## src/uvfr_regs.svh

```systemverilog
// Constants for the undervoltage fault response block.
// Assumes a 100 MHz core clock and byte-wide command access.
`ifndef UVFR_REGS_SVH
`define UVFR_REGS_SVH
`define UVFR_RESP_OFFSET 8'h45
`define UVFR_BIT_RSVD 7
`define UVFR_BIT_ACT 6
`define UVFR_RS_HI 5
`define UVFR_RS_LO 3
`define UVFR_TD_HI 2
`define UVFR_TD_LO 0
`define UVFR_RESP_RESET 8'h40
`define UVFR_RS_LATCH 3'h0
`define UVFR_RS_HICCUP 3'h7
`define UVFR_CLK_MHZ 100
`define UVFR_HICCUP_MS 52
`define UVFR_HICCUP_CYC (`UVFR_HICCUP_MS * 1000 * `UVFR_CLK_MHZ)
`define UVFR_TD0_US 2
`define UVFR_TD1_US 16
`define UVFR_TD2_US 64
`define UVFR_TD3_US 256
`define UVFR_US_CYC(u) ((u) * `UVFR_CLK_MHZ)
`endif

```

## src/uvfr_pkg.sv

```systemverilog
// Types for the undervoltage fault response block.
// Assumes the constants header is included alongside.
package uvfr_pkg;
	typedef enum logic [1:0] {
		UVFR_RUN   = 2'h0,
		UVFR_DELAY = 2'h1,
		UVFR_OFF   = 2'h3,
		UVFR_WAIT  = 2'h2
	} uvfr_state_type;
endpackage

```

## src/uvfr_core.sv

```systemverilog
// Undervoltage fault response controller with its response register.
// Assumes a command decoder that presents byte writes and reads, a
// comparator giving the raw undervoltage level, and a soft-start done flag.
//
// How it works
// - Fault judged by outside comparator against separate threshold.
// - Fault sets status byte, status word and output status flags, plus alert.
// - Bit 7 reads zero; writing one gets a NACK and invalid data.
// - Ignore control bit 6 resets to one; zero means keep converting.
// - With control one, wait delay, then apply retry if fault persists.
// - Uncleared fault from ignore time is acted on when control becomes one.
// - Retry 000 latches off until faults cleared or enable toggled.
// - Retry 111 restarts after 52 ms, indefinitely.
// - Retry values other than 000 or 111 are rejected as invalid data.
// - Hiccup wait is always 52 ms regardless of response delay.
// - Fault vanishing during delay with none pending from ignore time resets counter, output stays enabled.
// - Bit 2 of delay reads zero; writing one is silently dropped.
// - Delay codes select 2, 16, 64 or 256 microseconds.
// - Detection is armed only after soft-start completes.
`timescale 1ns/1ps
`include "uvfr_regs.svh"

module uvfr_core #(
	parameter int unsigned HICCUP_CYC = `UVFR_HICCUP_CYC
) (
	// Clock and reset
	input  wire logic       clock,
	input  wire logic       arst_n,
	// Command port
	input  wire logic [7:0] cmd_code,
	input  wire logic       wr_strobe,
	input  wire logic [7:0] wr_data,
	output logic [7:0]      rd_data,
	output logic            wr_nack,
	output logic            invalid_data,
	// Converter side
	input  wire logic       uv_raw,
	input  wire logic       ramp_done_raw,
	input  wire logic       enable_raw,
	input  wire logic       clear_faults,
	output logic            convert_en,
	// Status, alert and NVM retry bit
	output logic            status_byte_uv,
	output logic            output_fault_warning_flag,
	output logic            undervoltage_fault_flag,
	output logic            host_alert_pin_n,
	output logic            nvm_retry_bit
);
	import uvfr_pkg::*;

	////////////////////////////////////////////////////////////////////
	// Pin synchronisers
	// uv_raw, ramp_done_raw and enable_raw each pass two flops before any logic reads them; clear_faults is not synchronised
	localparam int unsigned PINS     = 3;
	localparam int unsigned PIN_UV   = 0;
	localparam int unsigned PIN_RAMP = 1;
	localparam int unsigned PIN_EN   = 2;

	wire logic [PINS-1:0] pin_raw = {enable_raw, ramp_done_raw, uv_raw};
	logic [1:0]           sync_q [PINS];

	genvar g;
	generate
		for (g = 0; g < PINS; g = g + 1) begin : g_sync
			always_ff @(posedge clock or negedge arst_n) begin
				if (!arst_n) begin
					sync_q[g] <= 2'h0;
				end else begin
					sync_q[g] <= {sync_q[g][0], pin_raw[g]};
				end
			end
		end
	endgenerate

	wire logic uv_sync   = sync_q[PIN_UV][1];
	wire logic ramp_sync = sync_q[PIN_RAMP][1];
	wire logic en_sync   = sync_q[PIN_EN][1];

	// Only the second stage is read; the first may still be settling
	logic en_prev_q;
	always_ff @(posedge clock or negedge arst_n) begin
		if (!arst_n) begin
			en_prev_q <= 1'b0;
		end else begin
			en_prev_q <= en_sync;
		end
	end

	// Detection stays blind until soft start is done
	wire logic uv_now    = uv_sync & ramp_sync;
	// A rise just after reset is harmless: only latch-off listens
	wire logic en_rise   = en_sync & ~en_prev_q;

	////////////////////////////////////////////////////////////////////
	// Response register
	logic       act_q;
	logic [2:0] rs_q;
	logic [1:0] td_q;
	wire logic       hit_resp = (cmd_code == `UVFR_RESP_OFFSET);
	wire logic       hit      = wr_strobe && hit_resp;
	wire logic       wr_act   = wr_data[`UVFR_BIT_ACT];
	wire logic [2:0] rs_w     = wr_data[`UVFR_RS_HI:`UVFR_RS_LO];
	// Delay bit 2 is dropped here, never refused
	wire logic [1:0] td_w     = wr_data[`UVFR_TD_HI-1:`UVFR_TD_LO];
	wire logic       rs_latch = (rs_w == `UVFR_RS_LATCH);
	wire logic       rs_hic   = (rs_w == `UVFR_RS_HICCUP);
	wire logic       bad_rsvd = wr_data[`UVFR_BIT_RSVD];
	wire logic       bad_rs   = !rs_latch && !rs_hic;
	wire logic       bad      = hit && (bad_rsvd || bad_rs);
	// A refused byte moves no field, so the old setup stays in force
	wire logic       good     = hit && !bad;
	wire logic [7:0] reg_v    = {1'b0, act_q, rs_q, 1'b0, td_q};

	always_ff @(posedge clock or negedge arst_n) begin
		if (!arst_n) begin
			act_q <= 1'b1;
		end else if (good) begin
			act_q <= wr_act;
		end
	end

	always_ff @(posedge clock or negedge arst_n) begin
		if (!arst_n) begin
			rs_q <= `UVFR_RS_LATCH;
		end else if (good) begin
			rs_q <= rs_w;
		end
	end

	always_ff @(posedge clock or negedge arst_n) begin
		if (!arst_n) begin
			td_q <= 2'h0;
		end else if (good) begin
			td_q <= td_w;
		end
	end

	always_ff @(posedge clock or negedge arst_n) begin
		if (!arst_n) begin
			rd_data <= `UVFR_RESP_RESET;
		end else begin
			rd_data <= reg_v;
		end
	end

	always_ff @(posedge clock or negedge arst_n) begin
		if (!arst_n) begin
			wr_nack <= 1'b0;
		end else begin
			wr_nack <= bad;
		end
	end

	// Set wins over a clear in the same cycle
	always_ff @(posedge clock or negedge arst_n) begin
		if (!arst_n) begin
			invalid_data <= 1'b0;
		end else begin
			invalid_data <= bad | (invalid_data & ~clear_faults);
		end
	end

	always_ff @(posedge clock or negedge arst_n) begin
		if (!arst_n) begin
			nvm_retry_bit <= 1'b0;
		end else begin
			nvm_retry_bit <= rs_q[2];
		end
	end

	////////////////////////////////////////////////////////////////////
	// Delay selection
	logic [31:0] delay_cyc;
	always_comb begin
		unique case (td_q)
			2'h0: delay_cyc = `UVFR_US_CYC(`UVFR_TD0_US);
			2'h1: delay_cyc = `UVFR_US_CYC(`UVFR_TD1_US);
			2'h2: delay_cyc = `UVFR_US_CYC(`UVFR_TD2_US);
			2'h3: delay_cyc = `UVFR_US_CYC(`UVFR_TD3_US);
		endcase
	end

	////////////////////////////////////////////////////////////////////
	// Fault flags: a new fault beats a clear in the same cycle
	logic flag_q;
	logic pend_q;
	always_ff @(posedge clock or negedge arst_n) begin
		if (!arst_n) begin
			flag_q <= 1'b0;
		end else begin
			flag_q <= uv_now | (flag_q & ~clear_faults);
		end
	end

	////////////////////////////////////////////////////////////////////
	// Response machine
	uvfr_state_type st_q, st_d;
	logic [31:0]    cnt_q, cnt_d;
	wire logic      delay_end  = (cnt_q + 32'h1 >= delay_cyc);
	wire logic      hiccup_end = (cnt_q + 32'h1 >= HICCUP_CYC);
	wire logic      rs_hiccup  = (rs_q == `UVFR_RS_HICCUP);
	// Pending covers a fault seen while ignoring; it keeps the delay
	// running after the level has gone, so the response is taken once
	wire logic      hold_on    = uv_now | pend_q;
	wire logic      trig       = act_q & hold_on;

	always_comb begin
		st_d  = st_q;
		cnt_d = 32'h0;
		unique case (st_q)
			UVFR_RUN: if (trig) st_d = UVFR_DELAY;
			UVFR_DELAY: begin
				if (!act_q) st_d = UVFR_RUN;
				else if (!hold_on)
					st_d = UVFR_RUN;
				else if (delay_end)
					st_d = rs_hiccup ? UVFR_WAIT : UVFR_OFF;
				else cnt_d = cnt_q + 32'h1;
			end
			UVFR_OFF: if (clear_faults || en_rise) st_d = UVFR_RUN;
			UVFR_WAIT: begin
				if (hiccup_end) st_d = UVFR_RUN;
				else cnt_d = cnt_q + 32'h1;
			end
		endcase
	end

	always_ff @(posedge clock or negedge arst_n) begin
		if (!arst_n) begin
			st_q <= UVFR_RUN;
		end else begin
			st_q <= st_d;
		end
	end

	always_ff @(posedge clock or negedge arst_n) begin
		if (!arst_n) begin
			cnt_q <= 32'h0;
		end else begin
			cnt_q <= cnt_d;
		end
	end

	////////////////////////////////////////////////////////////////////
	// Pending fault from ignore time, dropped once acted on or cleared
	wire logic resp_take = (st_q == UVFR_DELAY) &&
	                       ((st_d == UVFR_OFF) || (st_d == UVFR_WAIT));
	wire logic pend_set  = uv_now & ~act_q;

	always_ff @(posedge clock or negedge arst_n) begin
		if (!arst_n) begin
			pend_q <= 1'b0;
		end else begin
			pend_q <= pend_set | (pend_q & ~clear_faults & ~resp_take);
		end
	end

	////////////////////////////////////////////////////////////////////
	// Outputs
	wire logic run_next = (st_d == UVFR_RUN) || (st_d == UVFR_DELAY);

	always_ff @(posedge clock or negedge arst_n) begin
		if (!arst_n) begin
			convert_en <= 1'b1;
		end else begin
			convert_en <= run_next;
		end
	end

	always_ff @(posedge clock or negedge arst_n) begin
		if (!arst_n) begin
			status_byte_uv <= 1'b0;
		end else begin
			status_byte_uv <= flag_q;
		end
	end

	always_ff @(posedge clock or negedge arst_n) begin
		if (!arst_n) begin
			output_fault_warning_flag <= 1'b0;
		end else begin
			output_fault_warning_flag <= flag_q;
		end
	end

	always_ff @(posedge clock or negedge arst_n) begin
		if (!arst_n) begin
			undervoltage_fault_flag <= 1'b0;
		end else begin
			undervoltage_fault_flag <= flag_q;
		end
	end

	always_ff @(posedge clock or negedge arst_n) begin
		if (!arst_n) begin
			host_alert_pin_n <= 1'b1;
		end else begin
			host_alert_pin_n <= ~(flag_q | invalid_data);
		end
	end
endmodule

```

## config.mk

```make
export PLATFORM = sky130hd
export DESIGN_NAME = uvfr_core
export DESIGN_NICKNAME = d
export VERILOG_FILES = /design/src/uvfr_pkg.sv /design/src/uvfr_core.sv
export VERILOG_INCLUDE_DIRS = /design/src /design/src/src
export SDC_FILE = /design/constraint.sdc
export NUM_CORES = 1
export LEC_CHECK = 0
export BUFFER_PORTS_ARGS = -buffer_cell sky130_fd_sc_hd__buf_2
export CORE_MARGIN = 2
export CORE_UTILIZATION = 50
export DETAILED_ROUTE_END_ITERATION = 16
export PLACE_DENSITY = 0.72
export SLEW_MARGIN = 5
export SYNTH_ARGS = -nofsm -noshare
export SYNTH_HDL_FRONTEND = slang
export SYNTH_SLANG_ARGS = --single-unit
```

## constraint.sdc

```tcl
create_clock -name clock -period 3.5 [get_ports clock]
set_clock_uncertainty 0.15 [all_clocks]
set_input_delay 0.7 -clock clock [delete_from_list [all_inputs] [get_ports clock]]
set_output_delay 0.7 -clock clock [all_outputs]
set_load 0.02 [all_outputs]
```

==> impl_summary.txt <==
----------------------------------------------------
[CTS]
  TritonCTS sink count ... 60
  Root buffer selected by CTS ... sky130_fd_sc_hd__clkbuf_8
  Post-CTS Hold Buffers ... 0
  Number of buffers on the longest clock path ... 2
  TritonCTS clock tree ... yes
  Clock insertion delay at the later pin of the skew report ... around 350 ps
  H-tree depth ... 3
  Clock-pin slew of the registers on the worst-case setup and hold paths ... 70 ps
  Number of CTS-inserted buffers ... 9

[Critical path]
  Critical Path AT ... around 3500 ps
  Sort of element at the end of the critical path ... flop
  FF-to-FF End ... cnt_q[18]$_DFF_PN0_
  Register-to-register setup slack ... 160 ps
  Startpoint of the lowest-slack register-to-register path ... cnt_q[9]$_DFF_PN0_
  R2R depth ... 15
  Critical path origin ... cnt_q[9]$_DFF_PN0_
  Peak fanout along the critical path ... 12
  Worst Path Class, Setup ... flop to flop
  Critical path launch point type ... flop
  Data required time at the worst endpoint ... 3620 ps

[Final layout]
  # fillers ... 584
  Share of layout cells above drive strength 1 ... 0.350
  Layout Utilization ... 0.622
  Total number of nets in the final design ... 459
  Final Cell Area ... between 4000 and 5000 sq um
  Growth of design area from synthesis to finish ... 19.8%
  Count of antenna diodes in the layout ... 0

[Logic synthesis]
  Count of flip-flops with a built-in enable after synthesis ... 0
  Proportion of synthesized chip area in sequential cells ... 0.425
  Synthesized instance count ... 350
  Synthesized area ... between 3000 and 4000 sq um
  Yosys warning count ... 0
  Main flop type after synthesis ... sky130_fd_sc_hd__dfrtp_1
  Register bit count reported by yosys ... 60
  Proportion of netlist area held by the largest area contributor ... 0.395
  Proportion of register bits with asynchronous set or reset after synthesis ... 1.00
  Avg Synthesized Cell Area ... 10.1 sq um
  Unique masters post-synth ... 71
  Leading area contributor after synthesis ... sky130_fd_sc_hd__dfrtp_1
  Largest cells by area after synthesis ... sky130_fd_sc_hd__dfrtp_1 (40%), sky130_fd_sc_hd__ha_1 (5.3%), sky130_fd_sc_hd__dfstp_2 (3.0%)

[Route]
  Final routed wire length divided by cell count ... 16.0 um
  Number of search-and-repair iterations in the first detailed-routing pass ... 5
  Vias ... 2930
  Post-Route WL ... 8360 um
  Vias per Instance ... 5.61
  Remaining DRCs ... 0
  Initial drt markers ... between 150 and 200
  Final antenna-violating net count ... 0

[Worst hold path]
  Number of cells on the worst hold path ... 0
  Destination of the worst hold path ... sync_q[5]$_DFF_PN0_
  Hold Crit Start ... sync_q[4]$_DFF_PN0_
  Type of the most critical hold path ... flop to flop

[Timing]
  Final Slew Violations ... 0
  Minimum clock period after layout ... 3340 ps
  Fin Setup TNS ... 0 ps
  Final worst path period share ... 0.954
  Setup violators final ... 0
  Top achievable clock speed ... 0.299 GHz
  Relative max-transition margin ... 0.531
  Number of hold violations in the final report ... 0
  Actual transition at the worst max-transition pin ... 703 ps

[Placed design]
  Number of port buffers ... 35
  Placer Congestion ... a little over 0.9
  Placed standard-cell area ... 3920 sq um
  Half-perimeter wire length of the detailed placement result ... 5910 um

[Global route]
  Pin count of the biggest net entering global routing ... 32
  Global-route wire length before repair ... 13600 um
  Total overflow reported by the global router ... 0
  Number of antenna violations at the first check in global routing ... 0
  Via count of the first global-routing pass ... 2866
  GR Util All Layers ... 0.229

[Floorplanning]
  Initial Utilization ... 0.519
  Boundary Pins ... 39
  Area of the placeable core ... a little under 7000 sq um
  Die width ... 88.2 um
  Die H ... 88.2 um
  Row count ... 30
  Full die area ... 7780 sq um

[Power]
  Power per Cell Area ... 382 nW/um^2
  Total power after layout ... between 1.5 and 2 mW
  Leakage ... a little under 2 nW
  Max VDD drop ... 490 uV

[Status]
  Status ... completed

[Run]
  Number of violations of the max-capacitance limit ... 0

----------------------------------------------------
## final cells by class
| type | instances | area (sq um) | share of cell area |
|---|---|---|---|
| clock buffer | 13 | 169 | 0.0398 |
| clock inverter | 3 | 20.0 | 0.00471 |
| inverter | 9 | 33.8 | 0.00795 |
| multi-input combinational | 270 | 1930 | 0.455 |
| sequential | 60 | 1510 | 0.356 |
| tap | 96 | 120 | 0.0283 |
| timing repair buffer | 71 | 458 | 0.108 |
## layout by cell type (no fill, tap or decap), types with 4 or more instances in the layout
master                      n
sky130_fd_sc_hd__dfrtp_1   51
sky130_fd_sc_hd__or3_1      5
sky130_fd_sc_hd__buf_2     35
sky130_fd_sc_hd__mux2_2     8
sky130_fd_sc_hd__nor4_1     9
sky130_fd_sc_hd__dfstp_2    4
sky130_fd_sc_hd__ha_1      14
sky130_fd_sc_hd__nand2b_1   4
sky130_fd_sc_hd__conb_1    11
sky130_fd_sc_hd__xnor2_1   10
sky130_fd_sc_hd__and3_2     4
sky130_fd_sc_hd__a21oi_1    9
sky130_fd_sc_hd__dfrtp_2    5
sky130_fd_sc_hd__nand2_1   27
sky130_fd_sc_hd__buf_4     35
sky130_fd_sc_hd__and3_1    12
sky130_fd_sc_hd__o21ai_0   10
sky130_fd_sc_hd__nand4_1   14
sky130_fd_sc_hd__inv_1      9
sky130_fd_sc_hd__o22ai_1    4
sky130_fd_sc_hd__clkbuf_8  12
sky130_fd_sc_hd__nor2_1    13
sky130_fd_sc_hd__nor4_2     4
sky130_fd_sc_hd__nor3_1    11
sky130_fd_sc_hd__nand3_1   14
sky130_fd_sc_hd__xor2_1    10
sky130_fd_sc_hd__nor2_2    12
## worst max path at each step
stage | slack, ps | to
detailed placement | -90 | cnt_q[6]$_DFF_PN0_
global route | -40 | cnt_q[5]$_DFF_PN0_
finish | 160 | cnt_q[18]$_DFF_PN0_
floorplan | 70 | cnt_q[11]$_DFF_PN0_
global placement | -10 | cnt_q[13]$_DFF_PN0_
CTS | 8 | cnt_q[18]$_DFF_PN0_
## where the power goes
part           switching, mW  leakage (nW)  total, mW  internal, mW
Clock                  0.283        0.0917      0.597         0.314
Sequential            0.0236         0.770      0.757         0.733
Combinational          0.169          1.07      0.268        0.0984
## Yosys cell counts, types with 3 or more instances
cell type / count
sky130_fd_sc_hd__o21ai_0: 10
sky130_fd_sc_hd__nor4_1: 10
sky130_fd_sc_hd__xnor2_1: 10
sky130_fd_sc_hd__and3_1: 14
sky130_fd_sc_hd__nand3_1: 14
sky130_fd_sc_hd__o22ai_1: 4
sky130_fd_sc_hd__a31oi_1: 3
sky130_fd_sc_hd__a21oi_1: 9
sky130_fd_sc_hd__mux2_2: 8
sky130_fd_sc_hd__or3_1: 5
sky130_fd_sc_hd__buf_6: 4
sky130_fd_sc_hd__nand4_1: 14
sky130_fd_sc_hd__buf_4: 7
sky130_fd_sc_hd__ha_1: 15
sky130_fd_sc_hd__buf_2: 3
sky130_fd_sc_hd__xor2_1: 11
sky130_fd_sc_hd__and2_1: 3
sky130_fd_sc_hd__nor4_2: 3
sky130_fd_sc_hd__dfstp_2: 4
sky130_fd_sc_hd__nor2_1: 16
sky130_fd_sc_hd__nand2b_1: 4
sky130_fd_sc_hd__dfrtp_1: 56
sky130_fd_sc_hd__nand2_1: 27
sky130_fd_sc_hd__clkbuf_1: 4
sky130_fd_sc_hd__inv_1: 9
sky130_fd_sc_hd__nor2_2: 10
sky130_fd_sc_hd__nor3_1: 13
sky130_fd_sc_hd__o211a_1: 3
sky130_fd_sc_hd__a211oi_1: 3
## sequential cells by signal, indices dropped and copies added, names as in the netlist
signal and flops:
en_prev_q 1, sync_q 4, host_alert_pin_n 1, pend_q 1, cnt_q 32, rs_q 3, wr_nack 1, convert_en 1
undervoltage_fault_flag 1, ramp_sync 1, invalid_data 1, act_q 1, flag_q 1, rd_data 6, st_q 2, en_sync 1
td_q 2
## metrics by stage
step,instances,setup WS [ps],hold WS [ps]
after floorplan,360,74.9,181
after global placement,494,-14.6,184
after detailed placement,494,-85.1,194
after CTS,516,8.45,211
after global routing,522,-40.7,215
final,522,160,207
## per-layer routing
layer  track usage  share of wire
met1         0.286           0.43
met3        0.0709          0.050
met2         0.388           0.50
met5             0              0
met4        0.0606          0.020
## cell families (layout without fill, tap and decap cells)
group	count (synthesis)	after routing	share of synthesized area
compound gates	53	53	0.105
xor+xnor	21	21	0.0519
fa+ha+maj	15	15	0.0529
buf+inv	30	96	0.0540
flops	60	60	0.425
mux	11	11	0.0342
other cells	1	11	0.00106
simple gates	159	159	0.277
## timing repair
action | CTS | global route
pin swaps | 3 | 8
endpoints found under the setup margin | 23 | 26
setup buffers | 6 | 6
cloned | 0 | 0
resized for setup | 6 | 11
## critical path, cell delays in order, from the launching register on
cell	delay, ps
sky130_fd_sc_hd__dfrtp_2	430
sky130_fd_sc_hd__and3_2	270
sky130_fd_sc_hd__nand4_4	140
sky130_fd_sc_hd__nor2_4	170
sky130_fd_sc_hd__xor2_1	210
sky130_fd_sc_hd__ha_1	280
sky130_fd_sc_hd__nand4_1	150
sky130_fd_sc_hd__buf_4	140
sky130_fd_sc_hd__nor3_1	40
sky130_fd_sc_hd__nor4_1	290
sky130_fd_sc_hd__nand4_1	190
sky130_fd_sc_hd__nor4_2	180
sky130_fd_sc_hd__o21a_2	240
sky130_fd_sc_hd__nand2_2	90
sky130_fd_sc_hd__buf_12	180
sky130_fd_sc_hd__a21oi_1	110
No activity file was read; power rests on OpenSTA's default activity.
